[config.mk]
export PLATFORM = sky130hd
export DESIGN_NAME = flash_host_ctrl
export DESIGN_NICKNAME = d
export VERILOG_FILES = /design/src/rtl/flash_host_pkg.sv /design/src/rtl/flash_host_ctrl.sv /design/src/rtl/flash_bus_cycle.sv
export SDC_FILE = /design/constraint.sdc
export NUM_CORES = 1
export LEC_CHECK = 0
export BUFFER_PORTS_ARGS = -buffer_cell sky130_fd_sc_hd__buf_2
export CORE_MARGIN = 3
export CORE_UTILIZATION = 31
export DETAILED_ROUTE_END_ITERATION = 7
export MAX_ROUTING_LAYER = met4
export PLACE_DENSITY_LB_ADDON = 0.08
export SKIP_CTS_REPAIR_TIMING = 1
export SLEW_MARGIN = 10
export SYNTH_ARGS = -nofsm -noshare
export SYNTH_HDL_FRONTEND = slang
export SYNTH_SLANG_ARGS = --single-unit
[constraint.sdc]
create_clock -name pclk -period 6.9 [get_ports pclk]
set_input_delay 1.38 -clock pclk [delete_from_list [all_inputs] [get_ports pclk]]
set_output_delay 1.38 -clock pclk [all_outputs]
set_load 0.05 [all_outputs]
[src/rtl/flash_host_pkg.sv]
// shared constants and types for the parallel flash host controller
package flash_host_pkg;
  // ----------------------------------------------------------------
  // flash pin bundle
  // ----------------------------------------------------------------
  typedef struct packed {
    logic        ce_n;    // chip enable, active low
    logic        we_n;    // write enable, active low
    logic        oe_n;    // output enable, active low
    logic [18:0] addr;    // byte address
    logic [7:0]  dq_out;  // data driven toward the flash
    logic        dq_oe;   // high while we drive the data pins
  } flash_pins_s;

  // one write cycle of a command sequence
  typedef struct packed {
    logic [18:0] addr;
    logic [7:0]  data;
    logic        last;    // final write of the sequence
  } seq_word_s;

  localparam flash_pins_s PINS_IDLE = '{1'b1, 1'b1, 1'b1, 19'h00000, 8'h00, 1'b0};

  // ----------------------------------------------------------------
  // software register offsets and fields
  // ----------------------------------------------------------------
  localparam logic [7:0] OFS_CMD    = 8'h00;
  localparam logic [7:0] OFS_ADDR   = 8'h04;
  localparam logic [7:0] OFS_WDATA  = 8'h08;
  localparam logic [7:0] OFS_STATUS = 8'h0c;
  localparam int STS_BUSY   = 0;
  localparam int STS_FAIL   = 1;
  localparam int STS_LAPSED = 2;
  localparam int STS_OPEN   = 3;
  localparam int STS_RD_LSB = 8;

  // ----------------------------------------------------------------
  // operation codes written to the command register
  // ----------------------------------------------------------------
  localparam logic [3:0] OP_READ    = 4'h0;
  localparam logic [3:0] OP_RESET   = 4'h1;
  localparam logic [3:0] OP_IDENT   = 4'h2;
  localparam logic [3:0] OP_PROGRAM = 4'h3;
  localparam logic [3:0] OP_CHIP    = 4'h4;
  localparam logic [3:0] OP_SECTOR  = 4'h5;
  localparam logic [3:0] OP_SECTADD = 4'h6;
  localparam logic [3:0] OP_SUSPEND = 4'h7;
  localparam logic [3:0] OP_RESUME  = 4'h8;

  // ----------------------------------------------------------------
  // flash command cycle encodings
  // ----------------------------------------------------------------
  localparam logic [18:0] UNLOCK1_ADDR = 19'h00555;
  localparam logic [18:0] UNLOCK2_ADDR = 19'h002aa;
  localparam logic [7:0]  UNLOCK1_DATA = 8'haa;
  localparam logic [7:0]  UNLOCK2_DATA = 8'h55;
  localparam logic [7:0]  CMD_IDENT    = 8'h90;
  localparam logic [7:0]  CMD_PROGRAM  = 8'ha0;
  localparam logic [7:0]  CMD_ERASE    = 8'h80;
  localparam logic [7:0]  CMD_CHIP     = 8'h10;
  localparam logic [7:0]  CMD_SECTOR   = 8'h30;
  localparam logic [7:0]  CMD_RESET    = 8'hf0;
  localparam logic [7:0]  CMD_SUSPEND  = 8'hb0;
  localparam logic [7:0]  CMD_RESUME   = 8'h30;
  localparam int BIT_TIMING_LIMIT = 5;   // timing_limit_flag
  localparam int BIT_ALT_BUSY     = 6;   // alternating_busy_bit

  // ----------------------------------------------------------------
  // timing
  // ----------------------------------------------------------------
  localparam int CLK_NS       = 10;
  localparam int T_STROBE_NS  = 90;      // strobe low time, covers read access
  localparam int STROBE_CYC   = (T_STROBE_NS + CLK_NS - 1) / CLK_NS;
  localparam int T_WINDOW_US  = 50;      // sector erase accumulation window
  localparam int WINDOW_CYC   = T_WINDOW_US * 1000 / CLK_NS;
endpackage

[src/rtl/flash_host_ctrl.sv]
// apb-controlled host that drives a parallel nor flash command interface
//
// The APB register port and the register addresses are this design's own decisions.
`timescale 1ns/1ps
// Contract
// - identification mode holds until reset written
// - timing-limit flag needs reset to recover
// - program is four writes, last starts it
// - chip erase is six writes ending 10h
// - sector erase is six writes ending sector 30h
// - host spaces sector writes under 50us; timed here from our own done pulse, so an add can land just past 50us
// - other command in window aborts to read
// - unlock AA@555, 55@2AA, then command codes
// - write needs ce, we low and oe high
module flash_host_ctrl
  import flash_host_pkg::*;
#(
  parameter int WINDOW_LIMIT = WINDOW_CYC  // shorten in simulation
) (
  input  wire logic        pclk,
  input  wire logic        presetn,
  input  wire logic        clk_en,
  input  wire logic        psel,
  input  wire logic        penable,
  input  wire logic        pwrite,
  input  wire logic [7:0]  paddr,
  input  wire logic [31:0] pwdata,
  output logic [31:0]      prdata,
  output logic             pready,
  output logic             pslverr,
  input  wire logic [7:0]  dq_in,
  output flash_pins_s      flash
);
  // ----------------------------------------------------------------
  // state and registers
  // ----------------------------------------------------------------
  typedef enum logic [3:0] {
    ST_IDLE = 4'b0001,
    ST_SEQ  = 4'b0010,   // issuing command writes
    ST_RD   = 4'b0100,   // single array or ident read
    ST_POLL = 4'b1000    // watching the busy bit toggle
  } state_e;

  state_e      state;
  logic [3:0]  op;          // operation in progress or last done
  logic [18:0] tgt_addr;    // software address register
  logic [7:0]  tgt_data;    // software write data register
  logic [2:0]  step;        // index within command sequence
  logic        waiting;     // bus cycle in flight
  logic        fail;        // timing limit seen or request refused
  logic [7:0]  last_rd;     // last byte read from the flash
  logic        poll_valid;  // last_rd holds an earlier poll sample
  logic [12:0] win_cnt;     // cycles since last sector erase write
  logic        win_open;    // accumulation window believed open
  logic        win_lapsed;  // window ran out since last sector write

  // ----------------------------------------------------------------
  // command sequence table
  // ----------------------------------------------------------------
  function automatic seq_word_s seq_word(input logic [3:0] o, input logic [2:0] s,
                                         input logic [18:0] a, input logic [7:0] d);
    seq_word_s w;
    logic [18:0] sect;
    w    = '{UNLOCK1_ADDR, UNLOCK1_DATA, 1'b0};
    sect = {a[18:16], 16'h0000};          // sector select address
    case (o)
      OP_RESET:   w = '{19'h00000, CMD_RESET, 1'b1};
      OP_SUSPEND: w = '{19'h00000, CMD_SUSPEND, 1'b1};
      OP_RESUME:  w = '{19'h00000, CMD_RESUME, 1'b1};
      OP_SECTADD: w = '{sect, CMD_SECTOR, 1'b1};
      default: begin
        // unlock pair for the long sequences
        case (s)
          3'd0: w = '{UNLOCK1_ADDR, UNLOCK1_DATA, 1'b0};
          3'd1: w = '{UNLOCK2_ADDR, UNLOCK2_DATA, 1'b0};
          3'd2: begin
            if (o == OP_IDENT) w = '{UNLOCK1_ADDR, CMD_IDENT, 1'b1};
            else if (o == OP_PROGRAM) w = '{UNLOCK1_ADDR, CMD_PROGRAM, 1'b0};
            else w = '{UNLOCK1_ADDR, CMD_ERASE, 1'b0};
          end
          3'd3: begin
            if (o == OP_PROGRAM) w = '{a, d, 1'b1};
            else w = '{UNLOCK1_ADDR, UNLOCK1_DATA, 1'b0};
          end
          3'd4: w = '{UNLOCK2_ADDR, UNLOCK2_DATA, 1'b0};
          default: begin
            if (o == OP_CHIP) w = '{UNLOCK1_ADDR, CMD_CHIP, 1'b1};
            else w = '{sect, CMD_SECTOR, 1'b1};
          end
        endcase
      end
    endcase
    return w;
  endfunction

  // ----------------------------------------------------------------
  // apb decode
  // ----------------------------------------------------------------
  wire       acc      = psel & penable & pready;       // transfer completes
  wire       hit_cmd  = (paddr == OFS_CMD);
  wire       hit_addr = (paddr == OFS_ADDR);
  wire       hit_wdat = (paddr == OFS_WDATA);
  wire       hit_sts  = (paddr == OFS_STATUS);
  wire       mapped   = hit_cmd | hit_addr | hit_wdat | hit_sts;
  wire       busy     = (state != ST_IDLE);
  wire [3:0] new_op   = pwdata[3:0];
  wire       op_known = (new_op <= OP_RESUME);
  // sector add after the window closed would be taken as a resume or
  // ignored by the flash, so it is refused here instead
  wire       refuse   = (new_op == OP_SECTADD) && !win_open;
  wire       launch   = acc & pwrite & hit_cmd & !busy & op_known & !refuse;
  wire [31:0] status_word = {16'h0000, last_rd, 4'h0, win_open, win_lapsed, fail, busy};
  wire [31:0] rd_mux = hit_cmd  ? {28'h0000000, op} :
                       hit_addr ? {13'h0000, tgt_addr} :
                       hit_wdat ? {24'h000000, tgt_data} :
                       hit_sts  ? status_word : 32'h00000000;

  // ----------------------------------------------------------------
  // bus cycle engine
  // ----------------------------------------------------------------
  seq_word_s  cur;
  logic       cyc_done;
  logic [7:0] cyc_rdata;
  assign cur = seq_word(op, step, tgt_addr, tgt_data);
  wire   reading  = (state == ST_RD) | (state == ST_POLL);
  wire   cyc_go   = busy & !waiting;

  flash_bus_cycle u_cycle (
    .pclk    (pclk),
    .presetn (presetn),
    .clk_en  (clk_en),
    .start   (cyc_go),
    .wr      (!reading),
    .addr    (reading ? tgt_addr : cur.addr),
    .wdata   (cur.data),
    .dq_in   (dq_in),
    .pins    (flash),
    .done    (cyc_done),
    .rdata   (cyc_rdata)
  );

  wire seq_last   = (state == ST_SEQ) & cyc_done & cur.last;
  wire sect_write = seq_last & ((op == OP_SECTOR) | (op == OP_SECTADD));
  wire toggled    = poll_valid & (cyc_rdata[BIT_ALT_BUSY] != last_rd[BIT_ALT_BUSY]);
  wire settled    = poll_valid & !toggled;
  wire win_end    = (win_cnt == 13'(WINDOW_LIMIT - 1));

  // ----------------------------------------------------------------
  // apb slave: one wait state, then answer
  // ----------------------------------------------------------------
  always_ff @(posedge pclk or negedge presetn) begin
    if (!presetn) begin
      pready  <= 1'b0;
      prdata  <= 32'h00000000;
      pslverr <= 1'b0;
    end else if (clk_en) begin
      pready  <= psel & penable & !pready;
      prdata  <= (psel & penable & !pready & !pwrite) ? rd_mux : 32'h00000000;
      pslverr <= psel & penable & !pready & !mapped;
    end
  end

  // software address and data registers, held while busy
  always_ff @(posedge pclk or negedge presetn) begin
    if (!presetn) begin
      tgt_addr <= 19'h00000;
      tgt_data <= 8'h00;
    end else if (clk_en && acc && pwrite && !busy) begin
      if (hit_addr) tgt_addr <= pwdata[18:0];
      if (hit_wdat) tgt_data <= pwdata[7:0];
    end
  end

  // ----------------------------------------------------------------
  // operation sequencer
  // ----------------------------------------------------------------
  // commands arriving while busy are dropped: the flash would ignore
  // them during an embedded run anyway
  always_ff @(posedge pclk or negedge presetn) begin
    if (!presetn) begin
      state      <= ST_IDLE;
      op         <= OP_READ;
      step       <= 3'd0;
      waiting    <= 1'b0;
      fail       <= 1'b0;
      last_rd    <= 8'h00;
      poll_valid <= 1'b0;
    end else if (clk_en) begin
      if (cyc_go) waiting <= 1'b1;
      if (cyc_done) waiting <= 1'b0;
      case (state)
        ST_IDLE: begin
          if (acc && pwrite && hit_cmd && refuse) fail <= 1'b1;
          if (launch) begin
            op    <= new_op;
            step  <= 3'd0;
            fail  <= 1'b0;
            state <= (new_op == OP_READ) ? ST_RD : ST_SEQ;
          end
        end
        ST_SEQ: begin
          if (cyc_done) begin
            step <= step + 3'd1;
            if (cur.last) begin
              poll_valid <= 1'b0;
              // program and chip erase run unattended; poll to the end
              if ((op == OP_PROGRAM) || (op == OP_CHIP)) state <= ST_POLL;
              else state <= ST_IDLE;  // ident stays until reset
            end
          end
        end
        ST_RD: begin
          if (cyc_done) begin
            last_rd <= cyc_rdata;   // array, ident or status byte
            state   <= ST_IDLE;
          end
        end
        ST_POLL: begin
          if (cyc_done) begin
            last_rd    <= cyc_rdata;
            poll_valid <= 1'b1;
            if (settled) begin
              state <= ST_IDLE;
            end else if (toggled && cyc_rdata[BIT_TIMING_LIMIT] && last_rd[BIT_TIMING_LIMIT]) begin
              // limit bit on both reads: a status-to-array change alone
              // must not look like a fault; software must send reset
              fail  <= 1'b1;
              state <= ST_IDLE;
            end
          end
        end
        default: state <= ST_IDLE;
      endcase
    end
  end

  // ----------------------------------------------------------------
  // sector erase accumulation window
  // ----------------------------------------------------------------
  // timed from the done pulse of our own final write; the limit is the whole
  // window with no margin kept, which errs on the late side
  always_ff @(posedge pclk or negedge presetn) begin
    if (!presetn) begin
      win_cnt    <= 13'd0;
      win_open   <= 1'b0;
      win_lapsed <= 1'b0;
    end else if (clk_en) begin
      if (sect_write) begin
        win_cnt    <= 13'd0;
        win_open   <= 1'b1;
        win_lapsed <= 1'b0;
      end else if (seq_last) begin
        win_open <= 1'b0;             // other command aborts window
      end else if (win_open) begin
        win_cnt <= win_cnt + 13'd1;
        if (win_end) begin
          win_open   <= 1'b0;
          win_lapsed <= 1'b1;
        end
      end
    end
  end
endmodule

[src/rtl/flash_bus_cycle.sv]
// one asynchronous flash bus cycle (read or write) paced by pclk
`timescale 1ns/1ps
module flash_bus_cycle
  import flash_host_pkg::*;
(
  input  wire logic        pclk,
  input  wire logic        presetn,
  input  wire logic        clk_en,
  input  wire logic        start,    // one-cycle request while idle
  input  wire logic        wr,       // 1 write, 0 read
  input  wire logic [18:0] addr,
  input  wire logic [7:0]  wdata,
  input  wire logic [7:0]  dq_in,
  output flash_pins_s      pins,
  output logic             done,     // one-cycle pulse at cycle end
  output logic [7:0]       rdata
);
  typedef enum logic [3:0] {
    PH_IDLE   = 4'b0001,
    PH_SETUP  = 4'b0010,
    PH_STROBE = 4'b0100,
    PH_HOLD   = 4'b1000
  } phase_e;

  phase_e     ph;       // cycle phase
  logic [3:0] cnt;      // strobe cycles left
  logic       is_wr;    // latched direction

  wire strobe_end = (cnt == 4'd1);

  // ----------------------------------------------------------------
  // phase sequencer
  // ----------------------------------------------------------------
  // address goes out a cycle before strobes fall and stays through
  // hold, so it is settled at the later falling edge and data is
  // still driven at the earlier rising edge
  always_ff @(posedge pclk or negedge presetn) begin
    if (!presetn) begin
      ph    <= PH_IDLE;
      cnt   <= 4'd0;
      is_wr <= 1'b0;
      pins  <= PINS_IDLE;
      done  <= 1'b0;
      rdata <= 8'h00;
    end else if (clk_en) begin
      done <= 1'b0;
      case (ph)
        PH_IDLE: begin
          if (start) begin
            ph          <= PH_SETUP;
            is_wr       <= wr;
            pins.addr   <= addr;
            pins.dq_out <= wdata;
            pins.dq_oe  <= wr;
          end
        end
        PH_SETUP: begin
          // write: ce and we low, oe high; read: ce and oe low
          ph        <= PH_STROBE;
          cnt       <= 4'(STROBE_CYC);
          pins.ce_n <= 1'b0;
          pins.we_n <= ~is_wr;
          pins.oe_n <= is_wr;
        end
        PH_STROBE: begin
          cnt <= cnt - 4'd1;
          if (strobe_end) begin
            ph        <= PH_HOLD;
            pins.ce_n <= 1'b1;
            pins.we_n <= 1'b1;
            pins.oe_n <= 1'b1;
            if (!is_wr) rdata <= dq_in;
          end
        end
        PH_HOLD: begin
          // release data only after strobes are back high
          ph         <= PH_IDLE;
          pins.dq_oe <= 1'b0;
          done       <= 1'b1;
        end
        default: ph <= PH_IDLE;
      endcase
    end
  end
endmodule

==> impl_metrics.csv, run 1 <==
group,metric,value,unit
final_layout,diodes,0,
power,switching_share,37.3,%
power,vdd_drop_max,0.198,mV
place,portBuffers,92,
sta,final.period_utilization,49.3,%
power,switchingPower,0.983,mW
worst_setup_path,r2r_cells,7,
place,dp.cells,980,
worst_setup_path,cp_max_fo,10,
power,seqPwrFrac,37.1,%
cts,numClockSinks,134,
worst_hold_path,worst_hold_path.num_cells,1,
floorplanning,die_w,153,µm
floorplanning,core_area,21200,µm²
final_layout,fin_nets,787,
power,powerDensity,331,nW/µm²
cts,tritoncts,"built",
detailed_routing,post-route-drc-count,0,
yosys,netlist_instances,642,
sta,tightest_slew,1.07,ns
detailed_routing,drtPass1Iterations,4,
place,hpwl,13100,µm
worst_setup_path,critPathCaptureType,"register",
sta,setup_viol_count_final,0,
floorplanning,dieArea,23500,µm²
place,routabilityCongestion,0.808,
global_route,grt_pass1_wl,30000,µm
floorplanning,start_util,31.8,%
worst_setup_path,cp-start-kind,"input port",
yosys,syn_area_per_cell,10.5,µm²
sta,fin_setup_tns,0,ns
yosys,ys_warn_count,0,
detailed_routing,vias,5257,
cts,clk_pin_slew,0.06,ns
final_layout,register_area,3360,µm²
floorplanning,ios,119,
yosys,ys_seq_area_share,50.0,%
worst_setup_path,crit_family,"simple AND/OR/NAND/NOR gates",
cts,clkLatencyLatePin,0.42,ns
yosys,synth_top_flop_cell,"dfrtp_1",
detailed_routing,postRouteAntennaNets,0,
yosys,netlist.top_cell.by_area,"dfrtp_1",
final_layout,n_fill_cell,2128,
sta,timing.fmax,0.294,GHz
power,p_comb_share,28.4,%
flow_run,drv_cap,0,
floorplanning,fp-row-count,53,
detailed_routing,wl,18400,µm
power,p_leak,3.82,nW
global_route,grt_pass1_vias,5401,
power,p_clk_share,34.5,%
worst_setup_path,crit_arrival,3.73,ns
global_route,grt_use_total,16.5,%
detailed_routing,dr.first_iter.drc_count,299,
global_route,antenna_found_initial,0,
detailed_routing,vias_per_cell,5.20,
worst_setup_path,worst_path_largest_cell_delay,0.66,ns
worst_setup_path,slowest_stage,"or4_1",
detailed_routing,detail_route.wl_per_cell,18.2,µm
worst_setup_path,cp_cell_sequence,"buf_2 -> or4_4 -> or2_2 -> or4_1 -> or2_1 -> o2bb2ai_1",
yosys,synth_edf_count,0,
worst_setup_path,crit_buf_inv,1,
cts,htree_num_levels,4,
yosys,async_reset_ff_share,100,%
sta,finClkSkew,0.00937,ns
worst_setup_path,cp.depth,6,
yosys,ys_ff_latch,134,
yosys,netlist.area_leader.share,48.0,%
cts,clock_path_buffers,2,
cts,cts_buffers,17,
global_route,grt_max_degree,71,
status,status,"finished, final reports clean",
yosys,synth_area_leaders,"dfrtp_1, mux2_2, a21oi_1",
sta,hold_violations,0,
final_layout,final_cell_count_no_fill,1011,
yosys,synth_cell_type_count,70,
yosys,syn-cell-area,6720,µm²
power,internal_power,1.65,mW
floorplanning,die_y,153,µm
sta,max-slew-margin-rel,27.5,%
sta,rsz0062_at_grt,"false",
final_layout,area_growth,18.5,%
worst_setup_path,worst-setup-path-type,"in -> reg",
global_route,grt-ovfl-total,0,
final_layout,drive_above_1_share,27.3,%
worst_setup_path,required,7.23,ns
worst_hold_path,hold_class,"reg -> reg",
final_layout,multi_input_area,3090,µm²
sta,drv_slew,0,
sta,final.min_clock_period,3.40,ns
cts,root_buffer,"clkbuf_16",
layer usage:
| metal | vias up | share of wire [%] | GRT usage (%) |
|---|---|---|---|
| met2 | 109 | 48 | 25.6 |
| met5 | - | 0 | - |
| met4 | 0 | 1.9 | 6.02 |
| met3 | 20 | 2.8 | 3.09 |
| li1 | 2485 | - | - |
| met1 | 2643 | 47 | 21.7 |
metrics by stage:
| step | worst slack, ns | hold WS (ns) | total power [mW] | instance area [µm²] | util, % |
|---|---|---|---|---|---|
| 6_report | 3.50 | 0.405 | 2.63 | 7970 | 37.7 |
| 3_5_place_dp | 2.84 | 0.396 | 1.74 | 7370 | 34.9 |
| 4_1_cts | 3.28 | 0.407 | 2.67 | 7960 | 37.6 |
| 5_1_grt | 3.39 | 0.465 | 2.79 | 7970 | 37.7 |
| 2_1_floorplan | 3.58 | 0.384 | 1.54 | 6770 | - |
| 3_3_place_gp | 2.91 | 0.403 | 1.73 | 7370 | 34.9 |
path summary, 6_finish.rpt:
| kind | start | endpoint | slack, ns |
|---|---|---|---|
| worst max-delay path | paddr[5] | prdata[12] | 3.50 |
| worst min-delay path | u_cycle.is_wr | u_cycle.pins[29] | 0.40 |
| worst max register to register | step[2] | win_open | 3.71 |
| worst min register to register | u_cycle.is_wr | u_cycle.pins[29] | 0.40 |
| max in group asynchronous | presetn | u_cycle.pins[11] | 4.54 |
| min in group asynchronous | presetn | win_cnt[10] | 0.94 |
cell families (layout without fill, tap and decap cells):
group / Yosys count / in the layout / share of synthesized area [%]
other cells: 1 / 13 / 0.0558
mux: 65 / 65 / 11.2
simple gates: 205 / 205 / 16.6
compound gates: 151 / 151 / 14.6
buf+inv: 69 / 151 / 4.89
fa+ha+maj: 9 / 9 / 1.67
xor+xnor: 8 / 8 / 1.04
flops: 134 / 134 / 50.0
placed cells by master (no fill, tap or decap), types with 5 or more instances in the layout:
cell,n
a21oi_1,43
a221oi_1,6
a22o_1,7
a22oi_1,5
buf_2,91
buf_4,5
clkbuf_16,17
conb_1,13
dfrtp_1,129
dfstp_2,5
ha_1,9
inv_1,22
inv_6,5
mux2_2,41
mux2_4,10
mux2i_1,14
nand2_1,47
nand2b_1,5
nand3_1,23
nand4_1,9
nor2_1,50
nor4b_1,6
o21ai_0,40
o2bb2ai_1,13
o32ai_1,5
or2_2,5
or3_1,13
or4_1,6
xor2_1,5
Yosys cell counts (6+ instances only):
cell type	n
or4_1	6
a22o_1	7
ha_1	9
mux2_2	41
inv_1	22
mux2_4	10
a21oi_1	43
nand2_1	47
mux2i_1	14
nand4_1	9
dfrtp_1	129
o21ai_0	40
buf_4	13
clkbuf_1	23
nor4b_1	6
nand3_1	23
or3_1	13
nor2_1	50
a221oi_1	6
o2bb2ai_1	13
power by group through the flow:
stage                     logic (mW)  clock network (mW)  registers (mW)
final                          0.747               0.908           0.978
after global placement         0.744                   0           0.985
after CTS                      0.756               0.932           0.977
after floorplan                0.358                   0            1.18
after detailed placement       0.752                   0           0.989
after global routing           0.821               0.969           0.996
cell type report:
cell class	instances	share of cell area (%)
tap	275	4.32
sequential	134	42.2
timing repair buffer	97	6.33
inverter	23	1.08
multi-input combinational	451	38.8
clock buffer	18	5.51
clock inverter	13	1.82
state kept, by name (all words and copies together), names as in the netlist, 3 cells and up:
name           count
u_cycle.rdata      8
prdata            19
op                 4
tgt_addr          19
step               3
tgt_data           8
u_cycle.cnt        4
win_cnt           13
u_cycle.pins      31
last_rd            8
u_cycle.ph         4
state              4
Power figures use the tool's default switching activity.
==> inputs of run 2 (changes only) <==
--- a/config.mk
+++ b/config.mk
@@ -5,6 +5,7 @@
 export SDC_FILE = /design/constraint.sdc
 export NUM_CORES = 1
 export LEC_CHECK = 0
+export ABC_AREA = 1
 export BUFFER_PORTS_ARGS = -buffer_cell sky130_fd_sc_hd__buf_2
 export CORE_MARGIN = 3
 export CORE_UTILIZATION = 31
==> constraint.sdc (replaced) <==
create_clock -name pclk -period 3.5 [get_ports pclk]
set_input_delay 0.7 -clock pclk [delete_from_list [all_inputs] [get_ports pclk]]
set_output_delay 0.7 -clock pclk [all_outputs]
set_load 0.05 [all_outputs]
==> run 2 against run 1 <==
Effect of this change:
- clock power increased by 96%
- sequential power increased by 99%
- clock skew increased by 0.0030 ns
- first-iteration DRC count increased by 21%
- wire length increased by 7.9%
- combinational power increased by 100%
- setup slack got worse by 2.5 ns
- design area increased by 5.0%
- non-clock buffer count increased by 4
- critical path type is now reg -> reg
- critical endpoint is now win_cnt[4]
- largest power group unchanged
==> impl_metrics.csv, run 2 <==
group,metric,value,unit
final_layout,area_growth,17.5,%
yosys,synth_edf_count,0,
power,p_leak,4.49,nW
sta,finClkSkew,0.0123,ns
place,portBuffers,92,
power,finalPower,5.23,mW
sta,final.min_clock_period,2.49,ns
yosys,netlist_instances,909,
power,p_clk_share,34.0,%
place,routabilityCongestion,0.840,
floorplanning,dieArea,24800,µm²
cts,numClockSinks,134,
cts,cts_buffers,17,
yosys,synth_cell_type_count,41,
status,status,"finished, final reports clean",
floorplanning,start_util,32.1,%
final_layout,reg_top3,"u_cycle.pins: 31 flops, prdata: 19 flops, tgt_addr: 19 flops",
final_layout,largest_reg_flops,31,
yosys,syn-cell-area,7120,µm²
floorplanning,core_area,22200,µm²
sta,max-slew-margin-rel,46.3,%
yosys,ys_ff_latch,134,
global_route,antenna_found_initial,0,
yosys,ys_seq_area_share,47.2,%
sta,hold_violations,0,
worst_setup_path,worst-setup-path-type,"reg -> reg",
final_layout,final_cell_mix,"nand2_1, dfrtp_1, inv_1",
power,switching_share,38.6,%
floorplanning,die_w,158,µm
worst_setup_path,r2r-end,"win_cnt[4]",
sta,rsz0062_at_grt,"false",
yosys,synth_commonest_cells,"nand2_1, dfrtp_1, inv_1",
sta,final.period_utilization,71.1,%
global_route,grt-ovfl-total,0,
final_layout,drive_above_1_share,17.7,%
sta,fin_setup_tns,0,ns
detailed_routing,vias,5976,
detailed_routing,detail_route.wl_per_cell,15.4,µm
final_layout,final_common_cell,"nand2_1",
final_layout,diodes,0,
cts,htree_num_levels,4,
sta,drv_slew,0,
global_route,grt_pass1_vias,5728,
detailed_routing,wl,19900,µm
worst_setup_path,reg2reg_from,"step[0]",
floorplanning,fp-row-count,54,
flow_run,drv_cap,0,
worst_setup_path,crit_arrival,2.80,ns
cts,root_buffer,"clkbuf_16",
final_layout,fin_nets,1061,
worst_hold_path,hold_class,"in -> async",
sta,tightest_slew,0.800,ns
yosys,synth_area_leaders,"dfrtp_1, nand2_1, nand3_1",
yosys,ys_warn_count,0,
cts,tritoncts,"built",
power,powerDensity,625,nW/µm²
yosys,async_reset_ff_share,100,%
power,vdd_drop_max,0.322,mV
worst_setup_path,cp_max_fo,11,
place,hpwl,14700,µm
detailed_routing,post-route-drc-count,0,
global_route,grt_max_degree,64,
yosys,netlist.top_cell.by_area,"dfrtp_1",
power,internal_power,3.21,mW
sta,setup_viol_count_final,0,
worst_setup_path,reg2reg_setup_slack,1.01,ns
power,p_comb_share,28.7,%
sta,timing.fmax,0.402,GHz
cts,clkLatencyLatePin,0.43,ns
yosys,synth_most_common_cell,"nand2_1",
global_route,grt_pass1_wl,32100,µm
yosys,syn_area_per_cell,7.83,µm²
worst_setup_path,required,3.81,ns
yosys,netlist.area_leader.share,45.4,%
final_layout,largest_register,"u_cycle.pins",
detailed_routing,postRouteAntennaNets,0,
global_route,grt_use_total,17.2,%
worst_setup_path,critPathCaptureType,"register",
cts,clk_pin_slew,0.07,ns
cts,clock_path_buffers,2,
floorplanning,die_y,158,µm
worst_setup_path,cp-start-kind,"register",
detailed_routing,vias_per_cell,4.63,
floorplanning,ios,119,
detailed_routing,drtPass1Iterations,4,
yosys,synth_top_flop_cell,"dfrtp_1",
power,seqPwrFrac,37.3,%
detailed_routing,dr.first_iter.drc_count,362,
power,switchingPower,2.02,mW
worst_setup_path,r2r_cells,11,
-- run 2: changes by cell type in the layout (fill, tap and decap cells not counted), moves of 14 or more --
| cell | change |
|---|---|
| inv_1 | +84 |
| mux2_2 | -36 |
| mux2i_1 | -14 |
| nand2_1 | +194 |
| nand3_1 | +60 |
| nor2_1 | +22 |
| o21ai_0 | +34 |
-- run 2: worst max-delay path by stage --
stage                     startpoint           end  slack [ns]  cells past startpoint
after global routing         step[0]   win_cnt[10]        0.73                     11
after CTS                    step[0]    win_cnt[4]        0.94                     11
after floorplan             paddr[1]  tgt_addr[10]        1.62                      6
after detailed placement      clk_en  tgt_addr[10]        0.87                      6
final                        step[0]    win_cnt[4]        1.01                     11
after global placement        clk_en  tgt_addr[10]        0.90                      6
-- run 2: final cells by class --
| class | instances | area [µm²] |
|---|---|---|
| Clock buffer | 18 | 439 |
| Clock inverter | 14 | 138 |
| Fill cell | 2351 | 13800 |
| Inverter | 114 | 430 |
| Multi-Input combinational cell | 630 | 3100 |
| Sequential cell | 134 | 3360 |
| Tap cell | 280 | 350 |
| Timing Repair Buffer | 101 | 547 |
-- run 2: per-layer routing --
layer,global-route usage (%),share of wire [%],vias to the layer above
li1,-,-,3100
met1,24.3,52,2752
met2,25.7,44,107
met3,3.16,3.0,17
met4,4.38,1.1,0
met5,-,0,-
-- run 2: power by group through the flow --
stage	Combinational (mW)	Clock [mW]	Sequential, mW
after detailed placement	1.51	0	1.98
after CTS	1.52	1.81	1.95
after global placement	1.51	0	1.98
final	1.50	1.78	1.95
after floorplan	0.761	0	2.34
after global routing	1.67	1.89	1.98
-- run 2: worst max-delay path, cell delays in order (launching register included) --
cell     delay [ns]
dfrtp_1        0.40
ha_1           0.21
ha_1           0.40
nand3_1        0.35
nand2_1        0.18
nor2_2         0.08
nand2_4        0.10
nand3_1        0.35
nand2_1        0.17
inv_1          0.05
nand2_1        0.06
nand2_1        0.04
-- run 2: cell families (layout without fill, tap and decap cells) --
kind of cell,Yosys count,count (layout),share of synthesized area (%)
XOR/XNOR,10,10,1.23
other,1,13,0.0527
AO/OA/AOI/OAI,142,142,10.8
buffers and inverters,157,247,9.85
multiplexers,5,5,0.791
AND/OR/NAND/NOR,451,451,28.5
flip-flops,134,134,47.2
adder cells (fa/ha/maj),9,9,1.58
-- run 2: through the flow --
step | hold slack (ns) | utilization [%] | area (µm²) | setup slack [ns] | instances
finish | 0.189 | 37.7 | 8360 | 1.01 | 1291
global route | 0.207 | 37.7 | 8360 | 0.729 | 1291
CTS | 0.204 | 37.7 | 8360 | 0.941 | 1291
detailed placement | 0.458 | 35.1 | 7790 | 0.874 | 1259
global placement | 0.454 | 35.1 | 7790 | 0.896 | 1259
floorplan | 0.404 | - | 7160 | 1.62 | 921
==> inputs of run 3 (changes only) <==
--- a/config.mk
+++ b/config.mk
@@ -5,7 +5,7 @@
 export SDC_FILE = /design/constraint.sdc
 export NUM_CORES = 1
 export LEC_CHECK = 0
-export ABC_AREA = 1
+export ABC_AREA = 0
 export BUFFER_PORTS_ARGS = -buffer_cell sky130_fd_sc_hd__buf_2
 export CORE_MARGIN = 3
 export CORE_UTILIZATION = 31
==> constraint.sdc (replaced) <==
create_clock -name pclk -period 2.2 [get_ports pclk]
set_input_delay 0.44 -clock pclk [delete_from_list [all_inputs] [get_ports pclk]]
set_output_delay 0.44 -clock pclk [all_outputs]
set_load 0.05 [all_outputs]
==> run 3 against run 2 <==
Effect of this change:
- the flow now finishes with violations (negative setup slack)
- largest cell class is now multi-input gates
- total power increased by 73%
- clock skew fell by 0.0039 ns
- setup slack got worse by 1.1 ns
- worst hold slack improved by 0.050 ns
- critical path depth down 6
- design area increased by 7.9%
- register-to-register slack got worse by 1.1 ns
- combinational power is 99% higher
==> impl_metrics.csv, run 3 (same netlist as run 1, synthesis figures left out) <==
group,metric,value,unit
status,status,"finished, violations left",
status,violations,"negative setup slack",
power,powerDensity,1000,nW/µm²
global_route,grt-ovfl-total,0,
worst_hold_path,worstHoldStart,"dq_in[3]",
floorplanning,start_util,31.8,%
sta,timing.fmax,0.440,GHz
floorplanning,fp-row-count,53,
final_layout,area_growth,34.2,%
final_layout,reg_top3,"u_cycle.pins: 31 flops, prdata: 19 flops, tgt_addr: 19 flops",
detailed_routing,dr.first_iter.drc_count,229,
flow_run,drv_cap,0,
final_layout,fin_area,9030,µm²
detailed_routing,drtPass1Iterations,5,
global_route,grt_use_total,17.6,%
final_layout,n_fill_cell,2047,
worst_setup_path,r2r-end,"tgt_addr[15]",
final_layout,register_area,3360,µm²
final_layout,final_common_cell,"dfrtp_1",
worst_setup_path,crit_family,"simple AND/OR/NAND/NOR gates",
cts,root_buffer,"clkbuf_16",
final_layout,final_cell_mix,"dfrtp_1, buf_2, buf_4",
global_route,grt_pass1_wl,31700,µm
place,hpwl,14800,µm
final_layout,largest_register,"u_cycle.pins",
worst_setup_path,cp_cell_sequence,"or4b_4 -> nor4_4 -> and2_4 -> nand2_8 -> mux2_4",
cts,clk_pin_slew,0.07,ns
cts,tritoncts,"built",
worst_hold_path,worst_hold_path.num_cells,2,
sta,final.min_clock_period,2.27,ns
worst_setup_path,slowest_stage,"dfstp_2",
sta,rsz0062_at_grt,"true",
floorplanning,ios,119,
power,vdd_drop_max,0.504,mV
place,dp.cells,1055,
worst_setup_path,cp.depth,5,
worst_hold_path,hold_end,"u_cycle.rdata[3]",
floorplanning,die_y,153,µm
worst_setup_path,r2r_cells,5,
place,dpl_cell_area,8070,µm²
sta,tightest_slew,0.536,ns
power,p_leak,4.32,nW
detailed_routing,post-route-drc-count,0,
global_route,grt_max_degree,52,
worst_setup_path,reg2reg_from,"state[0]",
final_layout,multi_input_area,3380,µm²
cts,clkLatencyLatePin,0.43,ns
place,portBuffers,92,
cts,numClockSinks,134,
detailed_routing,vias,5653,
sta,drv_slew,0,
global_route,grt_pass1_vias,5742,
worst_setup_path,worst_path_largest_cell_delay,0.52,ns
cts,cts_buffers,17,
worst_setup_path,cp-start-kind,"register",
detailed_routing,detail_route.wl_per_cell,18.6,µm
worst_setup_path,cp_max_fo,19,
sta,max-slew-margin-rel,64.3,%
worst_hold_path,hold_class,"in -> reg",
floorplanning,core_area,21200,µm²
floorplanning,dieArea,23500,µm²
sta,finalWorstSetupSlack,-0.0747,ns
sta,hold_violations,0,
detailed_routing,wl,20300,µm
worst_setup_path,crit_buf_inv,0,
final_layout,largest_reg_flops,31,
cts,htree_num_levels,4,
final_layout,final_cell_count_no_fill,1094,
final_layout,drive_above_1_share,40.1,%
detailed_routing,vias_per_cell,5.17,
worst_setup_path,reg2reg_setup_slack,-0.07,ns
sta,final.period_utilization,103,%
sta,finClkSkew,0.00848,ns
detailed_routing,postRouteAntennaNets,0,
worst_setup_path,required,2.51,ns
worst_setup_path,worst-setup-path-type,"reg -> reg",
sta,setup_viol_count_final,43,
global_route,antenna_found_initial,1,
worst_setup_path,critPathCaptureType,"register",
worst_setup_path,crit_arrival,2.59,ns
cts,clock_path_buffers,2,
floorplanning,die_w,153,µm
place,routabilityCongestion,0.816,
final_layout,fin_nets,868,
## run 3: cell types whose count changed in the layout (fill, tap and decap cells not counted), moves of 13 or more
cell	change
buf_4	+66
nor2_1	-26
o21ai_0	-35
o2bb2ai_1	+13
inv_1	-86
nand3_1	-62
nand2_1	-195
mux2_2	+36
mux2i_1	+14
## run 3: metrics by stage
step	setup TNS (ns)	utilization, %	hold WS (ns)	setup slack, ns	total power, mW
2_1_floorplan	-2.62	-	0.144	-0.122	4.92
3_3_place_gp	-14.28	38.2	0.431	-0.321	5.83
3_5_place_dp	-14.92	38.2	0.430	-0.364	5.89
4_1_cts	-8.14	41.1	-0.0247	-0.251	8.96
5_1_grt	-4.68	42.7	0.219	-0.133	9.50
6_report	-2.23	42.7	0.239	-0.0747	9.03
## run 3: how the worst max path moves through the flow
stage,startpoint,to,slack (ns)
after floorplan,paddr[5],state[2],-0.12
after global placement,paddr[5],prdata[8],-0.32
after detailed placement,paddr[5],prdata[16],-0.36
after CTS,step[0],win_cnt[1],-0.25
after global routing,state[0],tgt_addr[12],-0.13
final,state[0],tgt_addr[15],-0.07
## run 3: final cells by class
class | count | area share (%)
clock inverter | 14 | 1.98
inverter | 23 | 0.970
multi-input combinational | 451 | 37.5
timing repair buffer | 178 | 13.6
tap | 275 | 3.81
sequential | 134 | 37.2
antenna | 1 | 0.0277
clock buffer | 18 | 4.87
## run 3: power breakdown
group	internal, mW	switching [mW]	total, mW
registers	2.79	0.225	3.02
logic	1.07	1.92	2.99
clock network	1.76	1.26	3.02
## run 3: metal layers
metal	GRT usage, %	part of all wire, %	wire, µm
met4	4.07	0.88	178
met5	-	0	0
met3	3.68	4.3	876
met1	24.4	49	10000
met2	26.8	46	9280
